File: config.mk
export PLATFORM = sky130hd
export DESIGN_NAME = mdac_serial_command_decoder
export DESIGN_NICKNAME = d
export VERILOG_FILES = /design/src/mdac_serial_command_decoder.v /design/src/pin_sync.v /design/src/frame_shifter.v
export VERILOG_INCLUDE_DIRS = /design/src
export SDC_FILE = /design/constraint.sdc
export NUM_CORES = 1
export LEC_CHECK = 0
export BUFFER_PORTS_ARGS = -buffer_cell sky130_fd_sc_hd__buf_4
export CELL_PAD_IN_SITES_DETAIL_PLACEMENT = 1
export CELL_PAD_IN_SITES_GLOBAL_PLACEMENT = 2
export CORE_AREA = 8 8 125 127
export DETAILED_ROUTE_END_ITERATION = 10
export DIE_AREA = 0 0 133 135
export PLACE_DENSITY = 0.82
export SYNTH_ARGS = -nofsm -noshare
export SYNTH_HDL_FRONTEND = slang
export SYNTH_SLANG_ARGS = --single-unit
File: constraint.sdc
create_clock -name mclk -period 3.3 [get_ports mclk]
set_clock_uncertainty 0.15 [all_clocks]
set_input_delay 0.165 -clock mclk [delete_from_list [all_inputs] [get_ports mclk]]
set_output_delay 0.165 -clock mclk [all_outputs]
set_load 0.01 [all_outputs]
File: src/mdac_map.vh
// Constants for the serial command decoder: frame layout, commands,
// register offsets, field positions and reset values.
// Assumes it is included by bare name from the design files.
`ifndef MDAC_MAP_VH
`define MDAC_MAP_VH

// Frame layout
`define FRAME_BITS 16
`define CMD_MSB 15
`define CMD_LSB 12
`define DATA_MSB 11
`define DATA_LSB 0

// Command codes
`define CMD_NOP 4'h0
`define CMD_LOAD 4'h1
`define CMD_READBACK 4'h2
`define CMD_CHAIN_OFF 4'h9
`define CMD_RISE_EDGE 4'hA
`define CMD_CLR_ZERO 4'hB
`define CMD_CLR_MID 4'hC

// Converter codes
`define CODE_ZERO 12'h000
`define CODE_MID 12'h800

// Register byte offsets
`define OFS_CONFIG 12'h000
`define OFS_STATUS 12'h004
`define OFS_CODE 12'h008
`define OFS_EXEC_COUNT 12'h00C

// Config fields
`define CFG_LINK_EN 0
`define CFG_RESTORE 1
`define CFG_RESET 2'h1

// Status fields
`define ST_CHAIN 0
`define ST_RISE 1
`define ST_ACTIVE 2
`define ST_CNT_LSB 4
`define ST_CNT_MSB 8
`define ST_CMD_LSB 12
`define ST_CMD_MSB 15

`endif

File: src/mdac_serial_command_decoder.v
// Serial command decoder of a 12-bit multiplying converter, with APB access.
// Assumes frame select, serial clock and data come from pins outside mclk.
//
// Functional notes
// - Serial bits are captured on falling clock edges after reset.
// - Reset leaves daisy-chain mode on; commands run at frame select rise.
// - Reset loads zero scale into the converter register.
// - Command 0000 does nothing to code or modes.
// - Command 0010 loads the code for shifting out on serial data out.
// - Command 1001 leaves daisy-chain; commands then run at 16th edge.
// - Command 1010 makes rising clock edges the capture edge.
// - Command 1011 forces the code to zero scale.
// - Command 1100 forces the code to midscale.
// - Frames shift in MSB first, command bits before data bits.
// - A frame is 16 bits: command in 15..12, code in 11..0.
// - Execute at frame select rise in chain mode, else at 16th edge.
// - Only command 0001 moves the twelve data bits into the code.
// - Early frame select rise in stand-alone clears shifter, changes nothing.
`timescale 1ns/10ps
`default_nettype none
`include "mdac_map.vh"

module mdac_serial_command_decoder #(
  parameter FRAME_BITS = `FRAME_BITS,
  parameter CNT_W = 5
) (
  // Clock and reset
  input wire mclk,
  input wire rst,
  // APB slave
  input wire psel,
  input wire penable,
  input wire pwrite,
  input wire [11:0] paddr,
  input wire [31:0] pwdata,
  output wire [31:0] prdata,
  output wire pready,
  output wire pslverr,
  // Serial pins, frame select active low
  input wire frame_sel_n,
  input wire serial_clk,
  input wire serial_data_in,
  output wire serial_data_out,
  // Converter side
  output wire [11:0] converter_code,
  output wire exec_strobe
);

  localparam ST_IDLE = 3'b001;
  localparam ST_SHIFT = 3'b010;
  localparam ST_DONE = 3'b100;
  // Counts are worked out at full width, then cut to the counter width
  localparam [31:0] LAST_EDGE_FULL = FRAME_BITS - 1;
  localparam [31:0] FRAME_BITS_FULL = FRAME_BITS;
  localparam [CNT_W-1:0] LAST_EDGE = LAST_EDGE_FULL[CNT_W-1:0];
  localparam [CNT_W-1:0] FULL_CNT = FRAME_BITS_FULL[CNT_W-1:0];

  function [3:0] frame_cmd;
    input [15:0] word;
    begin
      frame_cmd = word[`CMD_MSB:`CMD_LSB];
    end
  endfunction

  function [11:0] frame_data;
    input [15:0] word;
    begin
      frame_data = word[`DATA_MSB:`DATA_LSB];
    end
  endfunction

  // Status word layout, kept in one place for the read mux
  function [31:0] status_word;
    input chain;
    input rise;
    input active;
    input [4:0] edges;
    input [3:0] last_cmd;
    begin
      status_word = 32'h00000000;
      status_word[`ST_CHAIN] = chain;
      status_word[`ST_RISE] = rise;
      status_word[`ST_ACTIVE] = active;
      status_word[`ST_CNT_MSB:`ST_CNT_LSB] = edges;
      status_word[`ST_CMD_MSB:`ST_CMD_LSB] = last_cmd;
    end
  endfunction

  // Synchronised pins: frame select idles high
  wire [2:0] pins_s;
  wire frame_n_s;
  wire sclk_s;
  wire din_s;

  pin_sync #(
    .WIDTH(3),
    .RESET_VAL(3'h4)
  ) u_pin_sync (
    .mclk(mclk),
    .rst(rst),
    .pin_in({frame_sel_n, serial_clk, serial_data_in}),
    .pin_out(pins_s)
  );

  assign frame_n_s = pins_s[2];
  assign sclk_s = pins_s[1];
  assign din_s = pins_s[0];

  reg sclk_q_ff;
  reg frame_q_ff;
  reg [2:0] state_ff;
  reg [2:0] nxt_state;
  reg [CNT_W-1:0] cnt_ff;
  reg [CNT_W-1:0] nxt_cnt;
  reg chain_ff;
  reg rise_edge_ff;
  reg [11:0] code_ff;
  reg sdo_ff;
  reg strobe_ff;
  reg [3:0] last_cmd_ff;
  reg [15:0] exec_cnt_ff;
  reg link_en_ff;
  reg [31:0] prdata_ff;
  reg pready_ff;
  reg pslverr_ff;

  wire [15:0] shreg;
  reg shift_en;
  reg shift_clr;
  reg exec;
  reg [15:0] exec_word;
  reg [31:0] nxt_rdata;

  // Edge detection on the second synchroniser stage only
  wire sclk_rise = sclk_s & ~sclk_q_ff;
  wire sclk_fall = ~sclk_s & sclk_q_ff;
  // default falling capture; rising after command
  wire active_edge = rise_edge_ff ? sclk_rise : sclk_fall;
  wire inactive_edge = rise_edge_ff ? sclk_fall : sclk_rise;
  wire frame_rise = frame_n_s & ~frame_q_ff;
  wire frame_fall = ~frame_n_s & frame_q_ff;
  wire [15:0] shifted = {shreg[14:0], din_s};

  wire [3:0] cmd = frame_cmd(exec_word);
  // readback reloads the shifter so the next frame carries the code out
  wire readback = exec && (cmd == `CMD_READBACK);

  // APB decode
  wire apb_access = psel & penable & ~pready_ff;
  wire apb_write = apb_access & pwrite;
  wire hit_config = (paddr == `OFS_CONFIG);
  wire hit_status = (paddr == `OFS_STATUS);
  wire hit_code = (paddr == `OFS_CODE);
  wire hit_count = (paddr == `OFS_EXEC_COUNT);
  wire addr_ok = hit_config | hit_status | hit_code | hit_count;
  wire restore = apb_write & hit_config & pwdata[`CFG_RESTORE];

  frame_shifter #(
    .WIDTH(16)
  ) u_frame_shifter (
    .mclk(mclk),
    .rst(rst),
    .shift_en(shift_en),
    .bit_in(din_s),
    .clear(shift_clr),
    .load_en(readback),
    .load_val({`CMD_NOP, code_ff}),
    .value(shreg)
  );

  // Frame sequencing
  always @* begin
    nxt_state = state_ff;
    nxt_cnt = cnt_ff;
    shift_en = 1'b0;
    shift_clr = 1'b0;
    exec = 1'b0;
    exec_word = shreg;
    case (state_ff)
      ST_IDLE: begin
        if (frame_fall && link_en_ff) begin
          nxt_state = ST_SHIFT;
          nxt_cnt = {CNT_W{1'b0}};
        end
      end
      ST_SHIFT: begin
        if (!link_en_ff) begin
          nxt_state = ST_IDLE;
          shift_clr = 1'b1;
        end else if (frame_rise) begin
          nxt_state = ST_IDLE;
          // chain mode executes at frame select rise
          if (chain_ff && cnt_ff >= FULL_CNT) begin
            exec = 1'b1;
          end else begin
            shift_clr = 1'b1;
          end
        end else if (active_edge) begin
          shift_en = 1'b1;
          if (cnt_ff != {CNT_W{1'b1}}) begin
            nxt_cnt = cnt_ff + 1'b1;
          end
          // stand-alone executes on the 16th active edge
          if (!chain_ff && cnt_ff == LAST_EDGE) begin
            exec = 1'b1;
            exec_word = shifted;
            nxt_state = ST_DONE;
          end
        end
      end
      ST_DONE: begin
        if (frame_rise || !link_en_ff) begin
          nxt_state = ST_IDLE;
        end
      end
      default: begin
        nxt_state = ST_IDLE;
      end
    endcase
  end

  always @(posedge mclk) begin
    if (rst) begin
      sclk_q_ff <= 1'b0;
      frame_q_ff <= 1'b1;
      state_ff <= ST_IDLE;
      cnt_ff <= {CNT_W{1'b0}};
    end else begin
      sclk_q_ff <= sclk_s;
      frame_q_ff <= frame_n_s;
      state_ff <= nxt_state;
      cnt_ff <= nxt_cnt;
    end
  end

  // Command execution and mode state
  always @(posedge mclk) begin
    if (rst || restore) begin
      rise_edge_ff <= 1'b0;
      chain_ff <= 1'b1;
      code_ff <= `CODE_ZERO;
      strobe_ff <= 1'b0;
      last_cmd_ff <= `CMD_NOP;
    end else begin
      strobe_ff <= exec;
      if (exec) begin
        last_cmd_ff <= cmd;
        case (cmd)
          // only load moves the data bits
          `CMD_LOAD: begin
            code_ff <= frame_data(exec_word);
          end
          `CMD_CHAIN_OFF: begin
            chain_ff <= 1'b0;
          end
          `CMD_RISE_EDGE: begin
            rise_edge_ff <= 1'b1;
          end
          `CMD_CLR_ZERO: begin
            code_ff <= `CODE_ZERO;
          end
          `CMD_CLR_MID: begin
            code_ff <= `CODE_MID;
          end
          default: begin
            code_ff <= code_ff;
          end
        endcase
      end
    end
  end

  // Serial out changes on the inactive edge so the next device samples it
  always @(posedge mclk) begin
    if (rst) begin
      sdo_ff <= 1'b0;
    end else if (readback) begin
      sdo_ff <= 1'b0;
    end else if (state_ff != ST_IDLE && inactive_edge) begin
      sdo_ff <= shreg[15];
    end
  end

  always @(posedge mclk) begin
    if (rst) begin
      exec_cnt_ff <= 16'h0000;
    end else if (exec) begin
      exec_cnt_ff <= exec_cnt_ff + 16'h0001;
    end
  end

  // Read mux: zero outside a read so prdata idles at zero between answers
  always @* begin
    nxt_rdata = 32'h00000000;
    if (apb_access && !pwrite) begin
      if (hit_config) begin
        nxt_rdata[`CFG_LINK_EN] = link_en_ff;
      end
      if (hit_status) begin
        nxt_rdata = status_word(chain_ff, rise_edge_ff, ~state_ff[0], cnt_ff, last_cmd_ff);
      end
      if (hit_code) begin
        nxt_rdata[11:0] = code_ff;
      end
      if (hit_count) begin
        nxt_rdata[15:0] = exec_cnt_ff;
      end
    end
  end

  // APB slave: answers in the second access cycle
  always @(posedge mclk) begin
    if (rst) begin
      link_en_ff <= 1'b1;
      prdata_ff <= 32'h00000000;
      pready_ff <= 1'b0;
      pslverr_ff <= 1'b0;
    end else begin
      pready_ff <= apb_access;
      pslverr_ff <= apb_access & ~addr_ok;
      prdata_ff <= nxt_rdata;
      if (apb_write && hit_config) begin
        link_en_ff <= pwdata[`CFG_LINK_EN];
      end
    end
  end

  assign prdata = prdata_ff;
  assign pready = pready_ff;
  assign pslverr = pslverr_ff;
  assign serial_data_out = sdo_ff;
  assign converter_code = code_ff;
  assign exec_strobe = strobe_ff;

endmodule // mdac_serial_command_decoder

`default_nettype wire

File: src/pin_sync.v
// Two-stage synchroniser for a group of pins from outside the mclk domain.
// Assumes the pins are plain levels; only the second stage is read outside.
`timescale 1ns/10ps
`default_nettype none

module pin_sync #(
  parameter WIDTH = 3,
  parameter [WIDTH-1:0] RESET_VAL = {WIDTH{1'b0}}
) (
  // Clock and reset
  input wire mclk,
  input wire rst,
  // Pins in, synchronised levels out
  input wire [WIDTH-1:0] pin_in,
  output wire [WIDTH-1:0] pin_out
);

  reg [WIDTH-1:0] meta_ff;
  reg [WIDTH-1:0] stable_ff;

  always @(posedge mclk) begin
    if (rst) begin
      meta_ff <= RESET_VAL;
      stable_ff <= RESET_VAL;
    end else begin
      meta_ff <= pin_in;
      stable_ff <= meta_ff;
    end
  end

  assign pin_out = stable_ff;

endmodule // pin_sync

`default_nettype wire

File: src/frame_shifter.v
// Input shift register of the serial frame, MSB first.
// Load takes priority over clear and clear over shift inside the shifter itself.
`timescale 1ns/10ps
`default_nettype none

module frame_shifter #(
  parameter WIDTH = 16
) (
  // Clock and reset
  input wire mclk,
  input wire rst,
  // Control
  input wire shift_en,
  input wire bit_in,
  input wire clear,
  input wire load_en,
  input wire [WIDTH-1:0] load_val,
  // Contents
  output wire [WIDTH-1:0] value
);

  reg [WIDTH-1:0] shreg_ff;

  always @(posedge mclk) begin
    if (rst) begin
      shreg_ff <= {WIDTH{1'b0}};
    end else if (load_en) begin
      shreg_ff <= load_val;
    end else if (clear) begin
      shreg_ff <= {WIDTH{1'b0}};
    end else if (shift_en) begin
      shreg_ff <= {shreg_ff[WIDTH-2:0], bit_in};
    end
  end

  assign value = shreg_ff;

endmodule // frame_shifter

`default_nettype wire

### Yosys cells after proc, flatten, opt, wreduce, memory -nomap -nowiden

Cells that the tools add are included.
Widths: inputs -> output; s select.

* register bits after elaboration: 103
* input port bits: 52
* word-level logic and storage cells: 132

* $add $sub $neg: 2
* $lt $le $gt $ge: 1
* equal/unequal tests: 23
* mux-type cells: 42
* bitwise operators: 21
* reduce and logical (&&, ||, !) cells: 24

Operators by type and width (count)
* $mux 16: 7
* $mux 12: 4
* $pmux 12 s3: 1
* $mux 5: 5
* $eq 12x4->1 const B: 2
* $mux 3: 6
* $mux 1: 17
* $add 16x1->16 const B: 1
* $eq 4x4->1 const B: 4
* $eq 12x3->1 const B: 1
* $logic_not 12->1: 1
* $ne 2x2->1 const B: 6
* $and 1x1->1: 10
* $pmux 5 s2: 1
* $pmux 3 s3: 1
* $ne 4x4->1 const B: 2
* $not 1->1: 8
* $logic_and 1x1->1: 7
* $reduce_and 2->1: 3
* $reduce_and 6->1: 1
* $reduce_bool 3->1: 2
* $add 5x1->5 const B: 1
* $eq 5x4->1 const B: 1
* $ge 5x5->1 const B: 1
* 14 further kinds: 20

### Logic depth before layout (Yosys ltp)

* depth in word-level cells: 10
* mapped depth: 11
* mapped depth without buffers: 8

### Hierarchy

Synthesis repeated with hierarchy kept, for this count alone.

* cells, all modules: 472
* area, all modules: 4269.1 um^2

Modules (own cells, without submodules)
* mdac_serial_command_decoder: times used 1, cells each 370, area an instance 3365.7 um^2, sequential area each 1301.2 um^2
* frame_shifter: times used 1, cells each 90, area an instance 745.7 um^2, sequential area each 320.3 um^2
* pin_sync: times used 1, cells each 12, area an instance 157.7 um^2, sequential area each 120.1 um^2

### Least setup slack after synthesis

OpenSTA, ideal clock, no wires.

* path kind: reg-to-reg
* from: register cnt_ff[0]
* to: register u_frame_shifter.shreg_ff[10] (netlist: u_frame_shifter.value[10])
* library setup time: 0.072 ns
* arrival: 2.227 ns
* data required time: 3.078 ns
* setup slack: 0.852 ns
* cell stages (with the launch flop): 12
* clock period less this slack: 2.448 ns
* path through: dfxtp_1 -> ha_1 -> and3_1 -> ha_1 -> nand2b_1 -> a2111o_1 -> buf_6 -> and2_4 -> nor4b_4 -> buf_6 -> buf_12 -> mux2i_1

* word-level cells in the longest chain between the ends: 10
* elaborated cells between the ends (all ways): 24
* those cells by class: order compare (1); eq/ne (2); mux (17); reduce/logical (4)

RTL lines
* start: declaration: RTL line mdac_serial_command_decoder.v:113 `reg [CNT_W-1:0] cnt_ff;`
* start signal: assignment: RTL line mdac_serial_command_decoder.v:227 `cnt_ff <= {CNT_W{1'b0}};`
* start signal: assignment: RTL line mdac_serial_command_decoder.v:232 `cnt_ff <= nxt_cnt;`
* $eq 5x4->1: RTL line mdac_serial_command_decoder.v:204 `if (!chain_ff && cnt_ff == LAST_EDGE) begin`
* $logic_and 1x1->1: RTL line mdac_serial_command_decoder.v:204
* $mux 16: RTL line mdac_serial_command_decoder.v:204
* $mux 16: RTL line mdac_serial_command_decoder.v:198 `end else if (active_edge) begin`
* $mux 16: RTL line mdac_serial_command_decoder.v:190 `end else if (frame_rise) begin`
* $mux 16: RTL line mdac_serial_command_decoder.v:187 `if (!link_en_ff) begin`
* $mux 16: RTL line mdac_serial_command_decoder.v:179 `case (state_ff)`
* $eq 4x2->1 (no line)
* $logic_and 1x1->1: RTL line mdac_serial_command_decoder.v:146 `` wire readback = exec && (cmd == `CMD_READBACK); ``
* $reduce_bool 3->1 (no line) / $mux 12 (equally long branches)
* end signal: assignment: RTL line frame_shifter.v:26 `shreg_ff <= {WIDTH{1'b0}};`
* end signal: assignment: RTL line frame_shifter.v:28 `shreg_ff <= load_val;`
* end signal: assignment: RTL line frame_shifter.v:30 `shreg_ff <= {WIDTH{1'b0}};`
* end: declaration: RTL line frame_shifter.v:22 `reg [WIDTH-1:0] shreg_ff;`

Several ways; a longest one is shown, not always the timed one.
A chain may end at the register's enable or synchronous reset.

### Final worst setup path

* from: register cnt_ff[0]
* to: register exec_cnt_ff[10]

* word-level cells in the longest chain between the ends: 7
* elaborated cells between the ends (all ways): 10
* those cells by class: order compare (1); eq/ne (1); mux (6); reduce/logical (2)

RTL lines
* parallel branches: the longest is 4 deep, another holds $ge 5x5->1
* $mux 1 *: RTL line mdac_serial_command_decoder.v:190
* $mux 1 *: RTL line mdac_serial_command_decoder.v:187
* $mux 1 *: RTL line mdac_serial_command_decoder.v:179
* end signal: assignment: RTL line mdac_serial_command_decoder.v:288 `exec_cnt_ff <= exec_cnt_ff + 16'h0001;`
* end: declaration: RTL line mdac_serial_command_decoder.v:121 `reg [15:0] exec_cnt_ff;`

Every way passes the cells marked *.

==> summary.md <==
| Metric | Value |
|---|---|
| Run status | `completed` |
| Most frequent CP cell | `sky130_fd_sc_hd__ha_1` |
| Critical path's largest stage delay | `around 540 ps` |
| Maximum number of pins on one net before global-route repair | `31` |
| Wire length of the first global-routing pass | `between 20 and 25 mm` |
| Post CTS Setup Buffer Count | `0` |
| Layout area overhead | `20.20%` |
| Overall die height | `approximately 140 um` |
| Area of the core | `approximately 14,000 um^2` |
| Largest vdd supply drop | `roughly 0.23 mV` |
| Biggest area contributors in the synthesized netlist | `sky130_fd_sc_hd__dfxtp_1 (41%), sky130_fd_sc_hd__mux2i_1 (5.6%), sky130_fd_sc_hd__nor2_1 (5.1%)` |
| Worst path cell trace | `ha_1 -> and3_1 -> ha_1 -> nand2b_1 -> a2111oi_4 -> buf_4 -> o211ai_1 -> or3_1 -> a21oi_1` |
| Number of antenna violations at the first check in global routing | `0` |
| Root cell of the clock tree | `sky130_fd_sc_hd__clkbuf_16` |
| Sequential cell area fraction in the yosys report | `about 41%` |
| Class of the worst hold path | `input port to flop` |
| Antenna diode count | `0` |
| # port buffers | `53` |
| Count of unique library cells instantiated by Yosys | `roughly 60` |
| Share of the cycle needed by the critical path after routing | `between 80% and 90%` |
| Per-cell routed wire length | `roughly 18 um` |
| Share of final-layout standard cells stronger than drive strength 1 | `18.86%` |
| Power per Cell Area | `451.1 nW/um^2` |
| Synth Instances | `~480` |
| Grt ovf | `0` |
| Residual DRC | `0` |
| # rows | `43` |
| Number of vias after detailed routing | `approximately 3,700` |
| Highest attainable clock frequency | `about 0.35 GHz` |
| Number of synthesized register bits | `between 80 and 90` |
| Worst Hold Slack | `between 7 and 8 ps` |
| Area share of the leading cell type in the synthesized netlist | `40.69%` |
| Leak | `1.815 nW` |
| Crit path max fanout | `8` |
| Number of routed nets with antenna violations | `0` |
| Gr usage total | `around 15%` |
| Worst slew pin tran | `708.3 ps` |
| Gates resized, CTS repair | `0` |
| Gate family responsible for the most delay along the worst path | `compound AO/OA/AOI/OAI gates` |
| Flip-flop cell with the highest count after synthesis | `sky130_fd_sc_hd__dfxtp_1` |
| Ranking of synthesized cells by instance count | `sky130_fd_sc_hd__dfxtp_1 (87), sky130_fd_sc_hd__nor2_1 (58), sky130_fd_sc_hd__nand2_1 (34), sky130_fd_sc_hd__clkbuf_1 (30), sky130_fd_sc_hd__nand4_1 (26)` |
| Count of flip-flops with a built-in enable after synthesis | `0` |
| Top-level port count | `100` |
| RSZ-0062 raised after global routing | `no` |
| Number of cells on the critical path | `9` |
| Final setup TNS | `0 ps` |
| Number of maximum-capacitance constraint violations | `0` |
| Last weighted congestion value of the routability-driven placer | `0.7931` |
| Cell area after technology mapping | `roughly 4300 um^2` |
| Layout net count | `approximately 580` |
| Number of setup violations in the final report | `0` |
| Effective utilization at floorplan | `between 30% and 40%` |
| Number of hold violations in the final report | `0` |
| First-pass iteration count of the detailed router | `4` |
| Horizontal die dimension | `about 130 um` |
| Hold-critical path depth | `3` |
| Post-synth top area cell | `sky130_fd_sc_hd__dfxtp_1` |
| Kind of capture point of the worst setup path | `flop` |
| Clock Tree Buf Depth | `2` |
| Max-slew headroom | `between 50 and 60%` |
| TritonCTS sink count | `87` |
| Clock latency at the later pin of the worst-skew pair | `about 350 ps` |
| Slowest cell on the critical path | `sky130_fd_sc_hd__a2111oi_4` |
| Filler cells | `1,578` |
| Library cell with the highest instance count after synthesis | `sky130_fd_sc_hd__dfxtp_1` |
| Number of buffers inserted during clock tree synthesis | `9` |
| Detailed-placement wirelength estimate | `approximately 9 mm` |
| Iteration-0 DRC Markers | `256` |
| Area of the die | `about 18,000 um^2` |
| Crit path time final | `2819 ps` |
| Worst EP required | `between 3000 and 4000 ps` |
| Synthesized area per cell | `8.936 um^2` |
| Critical path start-end classification | `flop to flop` |
| Sort of element at the start of the critical path | `flop` |
| Combined buffer and inverter count along the critical path | `1` |
| Total of warnings raised by yosys | `0` |
| Total detailed-routing wirelength | `between 10 and 15 mm` |
| Depth of the most critical reg-to-reg path | `9` |
| Clock-pin slew on the worst setup and hold paths | `~70 ps` |
| H-tree level count | `3` |
| Arr. time, crit path | `2950 ps` |
| Quantity of hold-fixing buffers added after cts | `4` |
| Vias in the first global route | `3,894` |
| Routed vias/inst | `roughly 5.3` |
| Max-slew violations | `0` |
| Share of flip-flops with an asynchronous set or reset | `0%` |
| CTS tree | `yes` |
path summary, 6_finish.rpt:
kind / startpoint / end / slack, ps
hold / removal: pwrite / prdata[0]$_SDFF_PP0_ / 7
setup / recovery: cnt_ff[0]$_SDFFE_PP0P_ / exec_cnt_ff[10]$_SDFFE_PP0P_ / 480
hold reg to reg: u_pin_sync.meta_ff[2]$_SDFF_PP1_ / u_pin_sync.pin_out[2]$_SDFF_PP1_ / 260
setup reg to reg: cnt_ff[0]$_SDFFE_PP0P_ / exec_cnt_ff[10]$_SDFFE_PP0P_ / 480
registers in the layout, indices dropped and copies added, names as in the netlist:
signal,flops
exec_cnt_ff,16
prdata,16
u_frame_shifter.value,16
converter_code,12
cnt_ff,5
last_cmd_ff,4
state_ff,3
u_pin_sync.meta_ff,3
u_pin_sync.pin_out,3
chain_ff,1
exec_strobe,1
frame_q_ff,1
link_en_ff,1
pready,1
pslverr,1
rise_edge_ff,1
sclk_q_ff,1
serial_data_out,1
worst min-delay path, stage by stage:
cell                     delay (ps)
sky130_fd_sc_hd__buf_4           90
sky130_fd_sc_hd__nor3_1          70
sky130_fd_sc_hd__and2_1         140
per-layer routing:
| metal | track usage (%) | up-vias | wire length, um |
|---|---|---|---|
| met5 | 0 | - | 0 |
| met4 | 6.435 | 0 | 249 |
| met3 | 2.823 | 14 | 479 |
| met2 | 24.14 | 72 | 6344 |
| met1 | 18.40 | 1849 | 5760 |
| li1 | - | 1802 | - |
where the power goes:
| group | total [mW] | leakage [nW] | internal (mW) | switching, mW |
|---|---|---|---|---|
| clock network | 1.17 | 0.167 | 0.713 | 0.455 |
| logic | 0.0914 | 0.945 | 0.0379 | 0.0535 |
| registers | 1.06 | 0.703 | 1.06 | 0.00576 |
| total | 2.32 | 1.81 | 1.81 | 0.514 |
logic make-up after synthesis:
kind of cell | count (synthesis) | synth area share (%)
and+or+nand+nor | 187 | 23.21
AOI/OAI and AO/OA | 90 | 16.11
DFF | 87 | 40.69
buffers and inverters | 63 | 7.805
muxes | 30 | 7.454
xor gates and xnor gates | 17 | 3.478
adders and majority gates | 4 | 1.169
other | 1 | 0.08761
cell type report:
class,count,area (um^2),area share [%]
Clock buffer,11,252.7,4.912
Clock inverter,5,86.33,1.678
Inverter,8,30.03,0.5837
Multi-Input combinational cell,344,2273,44.19
Sequential cell,87,1742,33.85
Tap cell,180,225.2,4.377
Timing Repair Buffer,70,535.5,10.41
through the flow:
| stage | cells | util [%] | total power, mW | instance area [um^2] | setup slack (ps) |
|---|---|---|---|---|---|
| 6_report | 705 | 37.80 | 2.321 | 5145 | 480.5 |
| 5_1_grt | 705 | 37.80 | 2.398 | 5145 | 285.8 |
| 4_1_cts | 705 | 37.80 | 2.342 | 5145 | 455.6 |
| 3_5_place_dp | 685 | 35.01 | 1.173 | 4766 | 498.4 |
| 3_3_place_gp | 685 | 35.01 | 1.171 | 4766 | 558.4 |
| 2_1_floorplan | 494 | - | 1.151 | 4337 | 851.7 |
cells in the final DEF (no fill, tap or decap), types with 3 or more instances in the layout:
| master | synthesis | final |
|---|---|---|
| sky130_fd_sc_hd__a211oi_1 | 4 | 4 |
| sky130_fd_sc_hd__a21o_1 | 3 | 3 |
| sky130_fd_sc_hd__a21oi_1 | 12 | 12 |
| sky130_fd_sc_hd__a22oi_1 | 7 | 7 |
| sky130_fd_sc_hd__a311oi_1 | 16 | 16 |
| sky130_fd_sc_hd__and2_1 | 4 | 4 |
| sky130_fd_sc_hd__and3_1 | 4 | 4 |
| sky130_fd_sc_hd__buf_4 | 16 | 66 |
| sky130_fd_sc_hd__clkbuf_16 | 0 | 9 |
| sky130_fd_sc_hd__conb_1 | 1 | 16 |
| sky130_fd_sc_hd__dfxtp_1 | 87 | 87 |
| sky130_fd_sc_hd__dlygate4sd3_1 | 0 | 4 |
| sky130_fd_sc_hd__ha_1 | 4 | 4 |
| sky130_fd_sc_hd__inv_1 | 8 | 8 |
| sky130_fd_sc_hd__inv_6 | 0 | 3 |
| sky130_fd_sc_hd__mux2_2 | 5 | 5 |
| sky130_fd_sc_hd__mux2i_1 | 24 | 24 |
| sky130_fd_sc_hd__nand2_1 | 34 | 34 |
| sky130_fd_sc_hd__nand2b_1 | 4 | 4 |
| sky130_fd_sc_hd__nand3_1 | 7 | 7 |
| sky130_fd_sc_hd__nand3b_1 | 4 | 4 |
| sky130_fd_sc_hd__nand4_1 | 26 | 26 |
| sky130_fd_sc_hd__nand4b_1 | 3 | 3 |
| sky130_fd_sc_hd__nor2_1 | 58 | 58 |
| sky130_fd_sc_hd__nor2b_1 | 8 | 8 |
| sky130_fd_sc_hd__nor3_1 | 6 | 6 |
| sky130_fd_sc_hd__nor3b_1 | 6 | 6 |
| sky130_fd_sc_hd__nor4_1 | 3 | 3 |
| sky130_fd_sc_hd__o2111ai_1 | 6 | 6 |
| sky130_fd_sc_hd__o211ai_1 | 5 | 5 |
| sky130_fd_sc_hd__o21ai_0 | 11 | 11 |
| sky130_fd_sc_hd__o221ai_1 | 12 | 12 |
| sky130_fd_sc_hd__or2_2 | 3 | 3 |
| sky130_fd_sc_hd__or3_1 | 7 | 7 |
| sky130_fd_sc_hd__xnor2_1 | 5 | 5 |
| sky130_fd_sc_hd__xor2_1 | 12 | 12 |
(Power assumes the default switching activity.)
